==> config.mk <==
export PLATFORM = sky130hd
export DESIGN_NAME = sges_status_top
export DESIGN_NICKNAME = d
export VERILOG_FILES = /design/src/sges_pkg.sv /design/src/sges_trans_group.sv /design/src/sges_std_group.sv /design/src/sges_status_top.sv
export VERILOG_INCLUDE_DIRS = /design/src
export SDC_FILE = /design/constraint.sdc
export NUM_CORES = 1
export LEC_CHECK = 0
export BUFFER_PORTS_ARGS = -buffer_cell sky130_fd_sc_hd__clkbuf_2
export CAP_MARGIN = 20
export CORE_MARGIN = 2
export CORE_UTILIZATION = 60
export DETAILED_ROUTE_END_ITERATION = 7
export PLACE_DENSITY = 0.79
export SYNTH_ARGS = -nofsm -noshare
export SYNTH_HDL_FRONTEND = slang
export SYNTH_SLANG_ARGS = --single-unit
==> constraint.sdc <==
create_clock -name i_clk -period 4.7 [get_ports i_clk]
set_clock_uncertainty 0.1 [all_clocks]
set_input_delay 0.47 -clock i_clk [delete_from_list [all_inputs] [get_ports i_clk]]
set_output_delay 0.47 -clock i_clk [all_outputs]
set_load 0.05 [all_outputs]
==> src/sges_defines.svh <==
// register offsets, field positions, reset values and widths for the status event summary block
`ifndef SGES_DEFINES_SVH
`define SGES_DEFINES_SVH
`define SGES_COND_W 16
`define SGES_STD_W 8
`define SGES_SEL_STD_EVENT 4'h0
`define SGES_SEL_STD_ENABLE 4'h1
`define SGES_SEL_OPER_COND 4'h2
`define SGES_SEL_OPER_PTR 4'h3
`define SGES_SEL_OPER_NTR 4'h4
`define SGES_SEL_OPER_EVENT 4'h5
`define SGES_SEL_OPER_ENABLE 4'h6
`define SGES_SEL_QUES_COND 4'h7
`define SGES_SEL_QUES_PTR 4'h8
`define SGES_SEL_QUES_NTR 4'h9
`define SGES_SEL_QUES_EVENT 4'hA
`define SGES_SEL_QUES_ENABLE 4'hB
`define SGES_BIT_OPC 0
`define SGES_BIT_RQC 1
`define SGES_BIT_QYE 2
`define SGES_BIT_DDE 3
`define SGES_BIT_EXE 4
`define SGES_BIT_CME 5
`define SGES_BIT_URQ 6
`define SGES_BIT_PON 7
`define SGES_STB_ESB 5
`define SGES_STB_OSB 7
`define SGES_STB_QSB 3
`define SGES_STD_EVENT_RST 8'h80
`define SGES_ZERO16 16'h0000
`endif

==> src/sges_pkg.sv <==
// types for the status event summary block
package sges_pkg;
    typedef struct packed {
        logic opc_done;
        logic query_err;
        logic dev_err;
        logic exec_err;
        logic cmd_err;
        logic local_key;
    } sges_std_evt_t;
    typedef struct packed {
        logic wr;
        logic rd;
        logic [3:0] sel;
        logic [15:0] wdata;
    } sges_cmd_t;
    typedef enum logic [1:0] {SGES_IDLE, SGES_READ, SGES_CLEAR} sges_rd_state_t;
endpackage

==> src/sges_trans_group.sv <==
// one status group: condition, transition filters, latched events, enable and summary
`timescale 1ns/100ps
`include "sges_defines.svh"
module sges_trans_group import sges_pkg::*; (
    input wire logic i_clk,
    input wire logic i_rst_b,
    input wire logic [15:0] i_cond,
    input wire logic i_ptr_wr,
    input wire logic i_ntr_wr,
    input wire logic i_en_wr,
    input wire logic i_evt_clr,
    input wire logic [15:0] i_wdata,
    output logic [15:0] o_ptr,
    output logic [15:0] o_ntr,
    output logic [15:0] o_event,
    output logic [15:0] o_enable,
    output logic o_summary
);
    logic [15:0] prev_q, prev_d, ptr_q, ptr_d, ntr_q, ntr_d, evt_q, evt_d, en_q, en_d;
    logic [15:0] hit;
    logic sum_q, sum_d;
    always_comb begin
        prev_d = i_cond;
        hit = (i_cond & ~prev_q & ptr_q) | (~i_cond & prev_q & ntr_q);
        ptr_d = i_ptr_wr ? i_wdata : ptr_q;
        ntr_d = i_ntr_wr ? i_wdata : ntr_q;
        en_d = i_en_wr ? i_wdata : en_q;
        evt_d = (i_evt_clr ? `SGES_ZERO16 : evt_q) | hit;
        sum_d = |(evt_d & en_d);
    end
    always_ff @(posedge i_clk or negedge i_rst_b) begin
        if (!i_rst_b) begin
            prev_q <= `SGES_ZERO16;
            ptr_q <= `SGES_ZERO16;
            ntr_q <= `SGES_ZERO16;
            evt_q <= `SGES_ZERO16;
            en_q <= `SGES_ZERO16;
            sum_q <= 1'b0;
        end else begin
            prev_q <= prev_d;
            ptr_q <= ptr_d;
            ntr_q <= ntr_d;
            evt_q <= evt_d;
            en_q <= en_d;
            sum_q <= sum_d;
        end
    end
    assign o_ptr = ptr_q;
    assign o_ntr = ntr_q;
    assign o_event = evt_q;
    assign o_enable = en_q;
    assign o_summary = sum_q;

    chk_rise_sets_event: assert property (@(posedge i_clk) disable iff (!i_rst_b)
        (i_cond[0] && !prev_q[0] && ptr_q[0]) |=> evt_q[0])
        else $error("positive transition not latched");
    chk_fall_sets_event: assert property (@(posedge i_clk) disable iff (!i_rst_b)
        (!i_cond[0] && prev_q[0] && ntr_q[0]) |=> evt_q[0])
        else $error("negative transition not latched");
    chk_event_stays_set: assert property (@(posedge i_clk) disable iff (!i_rst_b)
        (evt_q[1] && !i_evt_clr) |=> evt_q[1])
        else $error("event bit dropped without clear");
    chk_group_summary: assert property (@(posedge i_clk) disable iff (!i_rst_b)
        ##1 (o_summary == |($past(evt_d) & $past(en_d))))
        else $error("group summary mismatch");
endmodule // sges_trans_group

==> src/sges_std_group.sv <==
// standard event group: direct event bits, enable mask and summary
`timescale 1ns/100ps
`include "sges_defines.svh"
module sges_std_group import sges_pkg::*; (
    input wire logic i_clk,
    input wire logic i_rst_b,
    input wire sges_std_evt_t i_evt,
    input wire logic i_en_wr,
    input wire logic i_evt_clr,
    input wire logic [7:0] i_wdata,
    output logic [7:0] o_event,
    output logic [7:0] o_enable,
    output logic o_summary
);
    logic [7:0] evt_q, evt_d, en_q, en_d, set;
    logic sum_q, sum_d;
    always_comb begin
        set = 8'h00;
        set[`SGES_BIT_OPC] = i_evt.opc_done;
        set[`SGES_BIT_QYE] = i_evt.query_err;
        set[`SGES_BIT_DDE] = i_evt.dev_err;
        set[`SGES_BIT_EXE] = i_evt.exec_err;
        set[`SGES_BIT_CME] = i_evt.cmd_err;
        set[`SGES_BIT_URQ] = i_evt.local_key;
        evt_d = (i_evt_clr ? 8'h00 : evt_q) | set;
        evt_d[`SGES_BIT_RQC] = 1'b0;
        en_d = i_en_wr ? i_wdata : en_q;
        sum_d = |(evt_d & en_d);
    end
    always_ff @(posedge i_clk or negedge i_rst_b) begin
        if (!i_rst_b) begin
            evt_q <= `SGES_STD_EVENT_RST;
            en_q <= 8'h00;
            sum_q <= 1'b0;
        end else begin
            evt_q <= evt_d;
            en_q <= en_d;
            sum_q <= sum_d;
        end
    end
    assign o_event = evt_q;
    assign o_enable = en_q;
    assign o_summary = sum_q;

    chk_rqc_always_zero: assert property (@(posedge i_clk) disable iff (!i_rst_b)
        evt_q[`SGES_BIT_RQC] == 1'b0)
        else $error("request control bit set");
    chk_local_key_set: assert property (@(posedge i_clk) disable iff (!i_rst_b)
        i_evt.local_key |=> evt_q[`SGES_BIT_URQ])
        else $error("local key event lost");
    chk_enable_readback: assert property (@(posedge i_clk) disable iff (!i_rst_b)
        i_en_wr |=> (en_q == $past(i_wdata)))
        else $error("enable mask not as written");
endmodule // sges_std_group

==> src/sges_status_top.sv <==
// status event summary top: three status groups, command port and status byte bits
`timescale 1ns/100ps
`include "sges_defines.svh"
module sges_status_top import sges_pkg::*; (
    input wire logic i_clk,
    input wire logic i_rst_b,
    input wire logic [15:0] i_oper_cond,
    input wire logic [15:0] i_ques_cond,
    input wire sges_std_evt_t i_std_evt,
    input wire logic i_cls,
    input wire sges_cmd_t i_cmd,
    output logic [15:0] o_rdata,
    output logic o_rvalid,
    output logic o_stb_esb,
    output logic o_stb_osb,
    output logic o_stb_qsb
);
    // condition inputs come from other domains
    logic [15:0] oper_s1_q, oper_s2_q, ques_s1_q, ques_s2_q;
    logic [5:0] std_s1_q, std_s2_q, std_s3_q;
    sges_std_evt_t std_pulse;
    always_ff @(posedge i_clk or negedge i_rst_b) begin
        if (!i_rst_b) begin
            oper_s1_q <= `SGES_ZERO16;
            oper_s2_q <= `SGES_ZERO16;
            ques_s1_q <= `SGES_ZERO16;
            ques_s2_q <= `SGES_ZERO16;
            std_s1_q <= 6'h00;
            std_s2_q <= 6'h00;
            std_s3_q <= 6'h00;
        end else begin
            oper_s1_q <= i_oper_cond;
            oper_s2_q <= oper_s1_q;
            ques_s1_q <= i_ques_cond;
            ques_s2_q <= ques_s1_q;
            std_s1_q <= i_std_evt;
            std_s2_q <= std_s1_q;
            std_s3_q <= std_s2_q;
        end
    end
    // event requests are levels; their rising edge marks one event
    assign std_pulse = std_s2_q & ~std_s3_q;

    // decode of command port; reads of event registers are destructive
    logic oper_ptr_wr, oper_ntr_wr, oper_en_wr, ques_ptr_wr, ques_ntr_wr, ques_en_wr, std_en_wr;
    logic oper_clr, ques_clr, std_clr;
    always_comb begin
        oper_ptr_wr = i_cmd.wr && i_cmd.sel == `SGES_SEL_OPER_PTR;
        oper_ntr_wr = i_cmd.wr && i_cmd.sel == `SGES_SEL_OPER_NTR;
        oper_en_wr = i_cmd.wr && i_cmd.sel == `SGES_SEL_OPER_ENABLE;
        ques_ptr_wr = i_cmd.wr && i_cmd.sel == `SGES_SEL_QUES_PTR;
        ques_ntr_wr = i_cmd.wr && i_cmd.sel == `SGES_SEL_QUES_NTR;
        ques_en_wr = i_cmd.wr && i_cmd.sel == `SGES_SEL_QUES_ENABLE;
        std_en_wr = i_cmd.wr && i_cmd.sel == `SGES_SEL_STD_ENABLE;
        oper_clr = i_cls || (i_cmd.rd && i_cmd.sel == `SGES_SEL_OPER_EVENT);
        ques_clr = i_cls || (i_cmd.rd && i_cmd.sel == `SGES_SEL_QUES_EVENT);
        std_clr = i_cls || (i_cmd.rd && i_cmd.sel == `SGES_SEL_STD_EVENT);
    end

    logic [15:0] oper_ptr, oper_ntr, oper_evt, oper_en, ques_ptr, ques_ntr, ques_evt, ques_en;
    logic [7:0] std_evt, std_en;
    logic oper_sum, ques_sum, std_sum;

    sges_trans_group u_oper (
        .i_clk(i_clk),
        .i_rst_b(i_rst_b),
        .i_cond(oper_s2_q),
        .i_ptr_wr(oper_ptr_wr),
        .i_ntr_wr(oper_ntr_wr),
        .i_en_wr(oper_en_wr),
        .i_evt_clr(oper_clr),
        .i_wdata(i_cmd.wdata),
        .o_ptr(oper_ptr),
        .o_ntr(oper_ntr),
        .o_event(oper_evt),
        .o_enable(oper_en),
        .o_summary(oper_sum)
    );
    sges_trans_group u_ques (
        .i_clk(i_clk),
        .i_rst_b(i_rst_b),
        .i_cond(ques_s2_q),
        .i_ptr_wr(ques_ptr_wr),
        .i_ntr_wr(ques_ntr_wr),
        .i_en_wr(ques_en_wr),
        .i_evt_clr(ques_clr),
        .i_wdata(i_cmd.wdata),
        .o_ptr(ques_ptr),
        .o_ntr(ques_ntr),
        .o_event(ques_evt),
        .o_enable(ques_en),
        .o_summary(ques_sum)
    );
    sges_std_group u_std (
        .i_clk(i_clk),
        .i_rst_b(i_rst_b),
        .i_evt(std_pulse),
        .i_en_wr(std_en_wr),
        .i_evt_clr(std_clr),
        .i_wdata(i_cmd.wdata[7:0]),
        .o_event(std_evt),
        .o_enable(std_en),
        .o_summary(std_sum)
    );

    // read mux: value taken before the clear lands
    logic [15:0] rdata_q, rdata_d;
    logic rvalid_q, rvalid_d;
    always_comb begin
        rvalid_d = i_cmd.rd;
        rdata_d = rdata_q;
        if (i_cmd.rd) begin
            case (i_cmd.sel)
                `SGES_SEL_STD_EVENT: rdata_d = {8'h00, std_evt};
                `SGES_SEL_STD_ENABLE: rdata_d = {8'h00, std_en};
                `SGES_SEL_OPER_COND: rdata_d = oper_s2_q;
                `SGES_SEL_OPER_PTR: rdata_d = oper_ptr;
                `SGES_SEL_OPER_NTR: rdata_d = oper_ntr;
                `SGES_SEL_OPER_EVENT: rdata_d = oper_evt;
                `SGES_SEL_OPER_ENABLE: rdata_d = oper_en;
                `SGES_SEL_QUES_COND: rdata_d = ques_s2_q;
                `SGES_SEL_QUES_PTR: rdata_d = ques_ptr;
                `SGES_SEL_QUES_NTR: rdata_d = ques_ntr;
                `SGES_SEL_QUES_EVENT: rdata_d = ques_evt;
                `SGES_SEL_QUES_ENABLE: rdata_d = ques_en;
                default: rdata_d = `SGES_ZERO16;
            endcase
        end
    end

    logic esb_q, osb_q, qsb_q;
    always_ff @(posedge i_clk or negedge i_rst_b) begin
        if (!i_rst_b) begin
            rdata_q <= `SGES_ZERO16;
            rvalid_q <= 1'b0;
            esb_q <= 1'b0;
            osb_q <= 1'b0;
            qsb_q <= 1'b0;
        end else begin
            rdata_q <= rdata_d;
            rvalid_q <= rvalid_d;
            esb_q <= std_sum;
            osb_q <= oper_sum;
            qsb_q <= ques_sum;
        end
    end
    assign o_rdata = rdata_q;
    assign o_rvalid = rvalid_q;
    assign o_stb_esb = esb_q;
    assign o_stb_osb = osb_q;
    assign o_stb_qsb = qsb_q;

    chk_cond_live_read: assert property (@(posedge i_clk) disable iff (!i_rst_b)
        (i_cmd.rd && i_cmd.sel == `SGES_SEL_OPER_COND) |=> (o_rdata == $past(oper_s2_q)))
        else $error("condition read not live");
    chk_esb_follows: assert property (@(posedge i_clk) disable iff (!i_rst_b)
        ##1 (o_stb_esb == $past(std_sum)))
        else $error("status bit five not from standard group");
    chk_osb_follows: assert property (@(posedge i_clk) disable iff (!i_rst_b)
        ##1 (o_stb_osb == $past(oper_sum)))
        else $error("status bit seven not from operation group");
    chk_event_read_clears: assert property (@(posedge i_clk) disable iff (!i_rst_b)
        (i_cmd.rd && i_cmd.sel == `SGES_SEL_STD_EVENT && !std_pulse.opc_done)
        |=> (o_rdata[7:0] == $past(std_evt)) && !std_evt[`SGES_BIT_PON])
        else $error("standard event read wrong or not cleared");
endmodule // sges_status_top

==> summary.md <==
| Metric | Value |
|---|---|
| Status | finished, final reports clean |
| Peak VDD IR | 0.3568 mV |
| PwrDens | 461.2 nW/um2 |
| WHS | 0.1631 ns |
| Clock Root Buffer | clkbuf_16 |
| Num CTS Buffers | 28 |
| IO buf count | 82 |
| Core Footprint | 18640 um2 |
| Final nets | 1101 |
| Synthesized area per cell | 12.35 um2 |
| FMAX | 332.0 MHz |
| CTS tree | yes |
| Sw frac | 27.12% |
| DR vias/cell | 6.452 |
| Reg2Reg Depth | 5 |
| Gate power share | 14.6% |
| Die Footprint | 20100 um2 |
| Final core utilization | 71.68% |
| DR iter-0 viols | 887 |
| Layout cells sized above 1 | 25.40% |
| Register area share after synthesis | 61.54% |
| Lkg Pwr | 0.006177 uW |
| Post-route ant nets | 0 |
| FF-to-FF End | u_oper.o_summary |
| IO Pins | 83 |
| Final WS setup | 1.688 ns |
| Syn_nets | 985 |
| First-pass GRT wire length | 45640 um |
| Internal | 4491 uW |
| Number of antenna violations at the first check in global routing | 2 |
| Buf/Inv on CP | 1 |
| Setup WS pre-CTS | 1.265 ns |
| # DRC | 0 |
| Max-cap violations | 0 |
| CTS Sinks | 280 |
| Reg2Reg Setup Slack | 2.84 ns |
| Crit Path Class | primary input to register |
| Largest net degree at the start of global routing | 111 |
| Number of global-route vias before repair | 8192 |
| Top delay family on crit path | simple AND/OR/NAND/NOR gates |
| First drt pass iteration count | 5 |
| Final hold violation count | 0 |
| Commonest non-fill, non-tap cell in the layout | dfrtp_1 |
| Cells after synthesis | 922 |
| Worst Hold Class | primary input to register |
| Mapped Area | 11390 um2 |
| Least-Margin Pin Slew | 1.113 ns |
| Die width | 141.8 um |
| Clock Pin Slew Worst Setup and Hold Paths | 0.06 ns |
| WP data required | 5.00 ns |
| Total power | 6163 uW |
| Hpwl dp | 18580 um |
| Post-layout minimum cycle time | 3.012 ns |
| Critical Path Sink Type | register |
| Die height | 141.8 um |
| Register area | 7008 um2 |
| Ys Warns | 0 |
| Setup crit end | u_ques.o_summary |
| Crit-path cells | clkbuf_2 -> and4b_1 -> nand2_1 -> mux2i_1 -> o2111ai_1 -> or4_1 |
| Via count | 8355 |
| Ys flop type | dfrtp_1 |
| H-Tree Depth | 1 |
| WP data arrival | 3.32 ns |
| Rows | 50 |
| Gr usage total | 29.62% |
| Setup bufs post-CTS | 0 |
| Clock Latency Late Sink | 0.54 ns |
| Avg WL per Cell | 22.79 um |
| RSZ-0062 raised after global routing | false |
| Number of synthesized flops with an enable pin | 0 |
| Type of origin of the critical path | primary input |
| Fraction of registers with async set/reset | 100.0% |
| Max-slew violation count | 0 |
| Fillcell total | 1273 |
| Multi-input logic area | 4060 um2 |
| CP Launch Point | i_cmd[17] |
| GP Congestion | 0.9702 |
| Crit-path max FO | 28 |
| Switch Pwr | 1672 uW |
| Post-synth cell types | 51 |
| Slew headroom | 25.62% |
| Tcrit/Tclk final | 64.09% |
| Commonest cells after routing, fill and taps aside | dfrtp_1, clkbuf_2, mux2_2 |
| Initial Util | 61.09% |
| Clock Tree Buf Depth | 3 |
| Gr ovfl total | 0 |
| Sequential share of power | 49.0% |
| TNS Setup | 0 ns |
| WP depth | 6 |
| Crit-path max cell delay | 0.92 ns |
| Area Growth Syn to Fin | 17.34% |
| Yosys reg bits | 280 |
| Final setup viols | 0 |
| Slowest-stage cell, CP | and4b_1 |
| RR Startpoint | u_oper.o_ntr[4] |
| Overall routed net length | 29520 um |
| Clk pwr share | 36.3% |
synth_stat cells (3+ instances only):
cell type	instances	area [um2]
a21boi_0	26	195.2
a21oi_1	34	170.2
a221oi_1	8	70.07
a22o_1	15	131.4
a22oi_1	53	397.9
a2bb2oi_1	3	26.28
a41o_1	8	80.08
and3_1	26	162.7
buf_1	7	26.28
buf_2	17	85.08
clkbuf_1	21	78.83
dfrtp_1	279	6982
inv_1	39	146.4
mux2_2	74	833.3
mux2i_1	16	160.2
nand2_1	48	180.2
nand2b_1	25	156.4
nand3_1	5	25.02
nand3b_1	32	240.2
nand4_1	3	18.77
nor2_1	4	15.01
nor2b_1	5	31.28
nor3_1	3	15.01
o2111ai_1	9	78.83
o21ai_0	44	220.2
o22ai_1	32	200.2
or2_2	49	306.5
layer usage:
metal  track usage (%)  routed length, um  vias up  part of all wire, %
li1                  -                  -     3590                    -
met1             42.16              12210     4218                   41
met2             46.01              13640      445                   46
met3             4.725               2352      102                  8.0
met4             12.53               1318        0                  4.5
met5                 0                  0        -                    0
per-stage QoR:
stage	instance area (um2)	instances
after floorplan	11390	922
after global placement	12040	1203
after detailed placement	12040	1203
after CTS	13360	1293
after global routing	13360	1295
final	13360	1295
how the worst min path moves through the flow:
stage          slack [ns]               end     startpoint  cells after the start
6_report             0.16  u_oper.o_ntr[14]      i_cmd[14]                      2
5_1_grt              0.18  u_oper.o_ptr[13]      i_cmd[13]                      2
4_1_cts              0.15  u_ques.o_ntr[13]      i_cmd[13]                      2
3_5_place_dp         0.23     ques_s2_q[12]  ques_s1_q[12]                      0
3_3_place_gp         0.23       std_s2_q[4]    std_s1_q[4]                      0
2_1_floorplan        0.07        o_rdata[0]        i_rst_b                      0
final cells by class:
class / instances / area share [%]
Antenna cell: 2 / 0.03745
Clock buffer: 44 / 6.302
Clock inverter: 7 / 0.6554
Inverter: 39 / 1.096
Multi-Input combinational cell: 555 / 30.38
Sequential cell: 280 / 52.44
Tap cell: 234 / 2.191
Timing Repair Buffer: 134 / 6.891
kinds of logic (layout without fill, tap and decap cells):
| group | after synthesis | in the layout | synth area share [%] |
|---|---|---|---|
| compound gates | 248 | 248 | 14.94 |
| buf+inv | 87 | 224 | 3.131 |
| flops | 280 | 280 | 61.54 |
| mux | 90 | 90 | 8.723 |
| other cells | 0 | 2 | 0 |
| simple gates | 217 | 217 | 11.67 |
power groups by stage:
stage / registers [uW] / logic, uW / clock network (uW)
6_report: 3020 / 903 / 2240
5_1_grt: 3050 / 976 / 2370
4_1_cts: 3010 / 898 / 2260
3_5_place_dp: 3040 / 866 / 0
3_3_place_gp: 3040 / 837 / 0
2_1_floorplan: 3060 / 507 / 0
what timing repair did:
item                                   4_1_cts  5_1_grt
hold buffers                                39        0
endpoints found under the hold margin      145        0
resized for setup                            0        0
(Power assumes the default switching activity.)
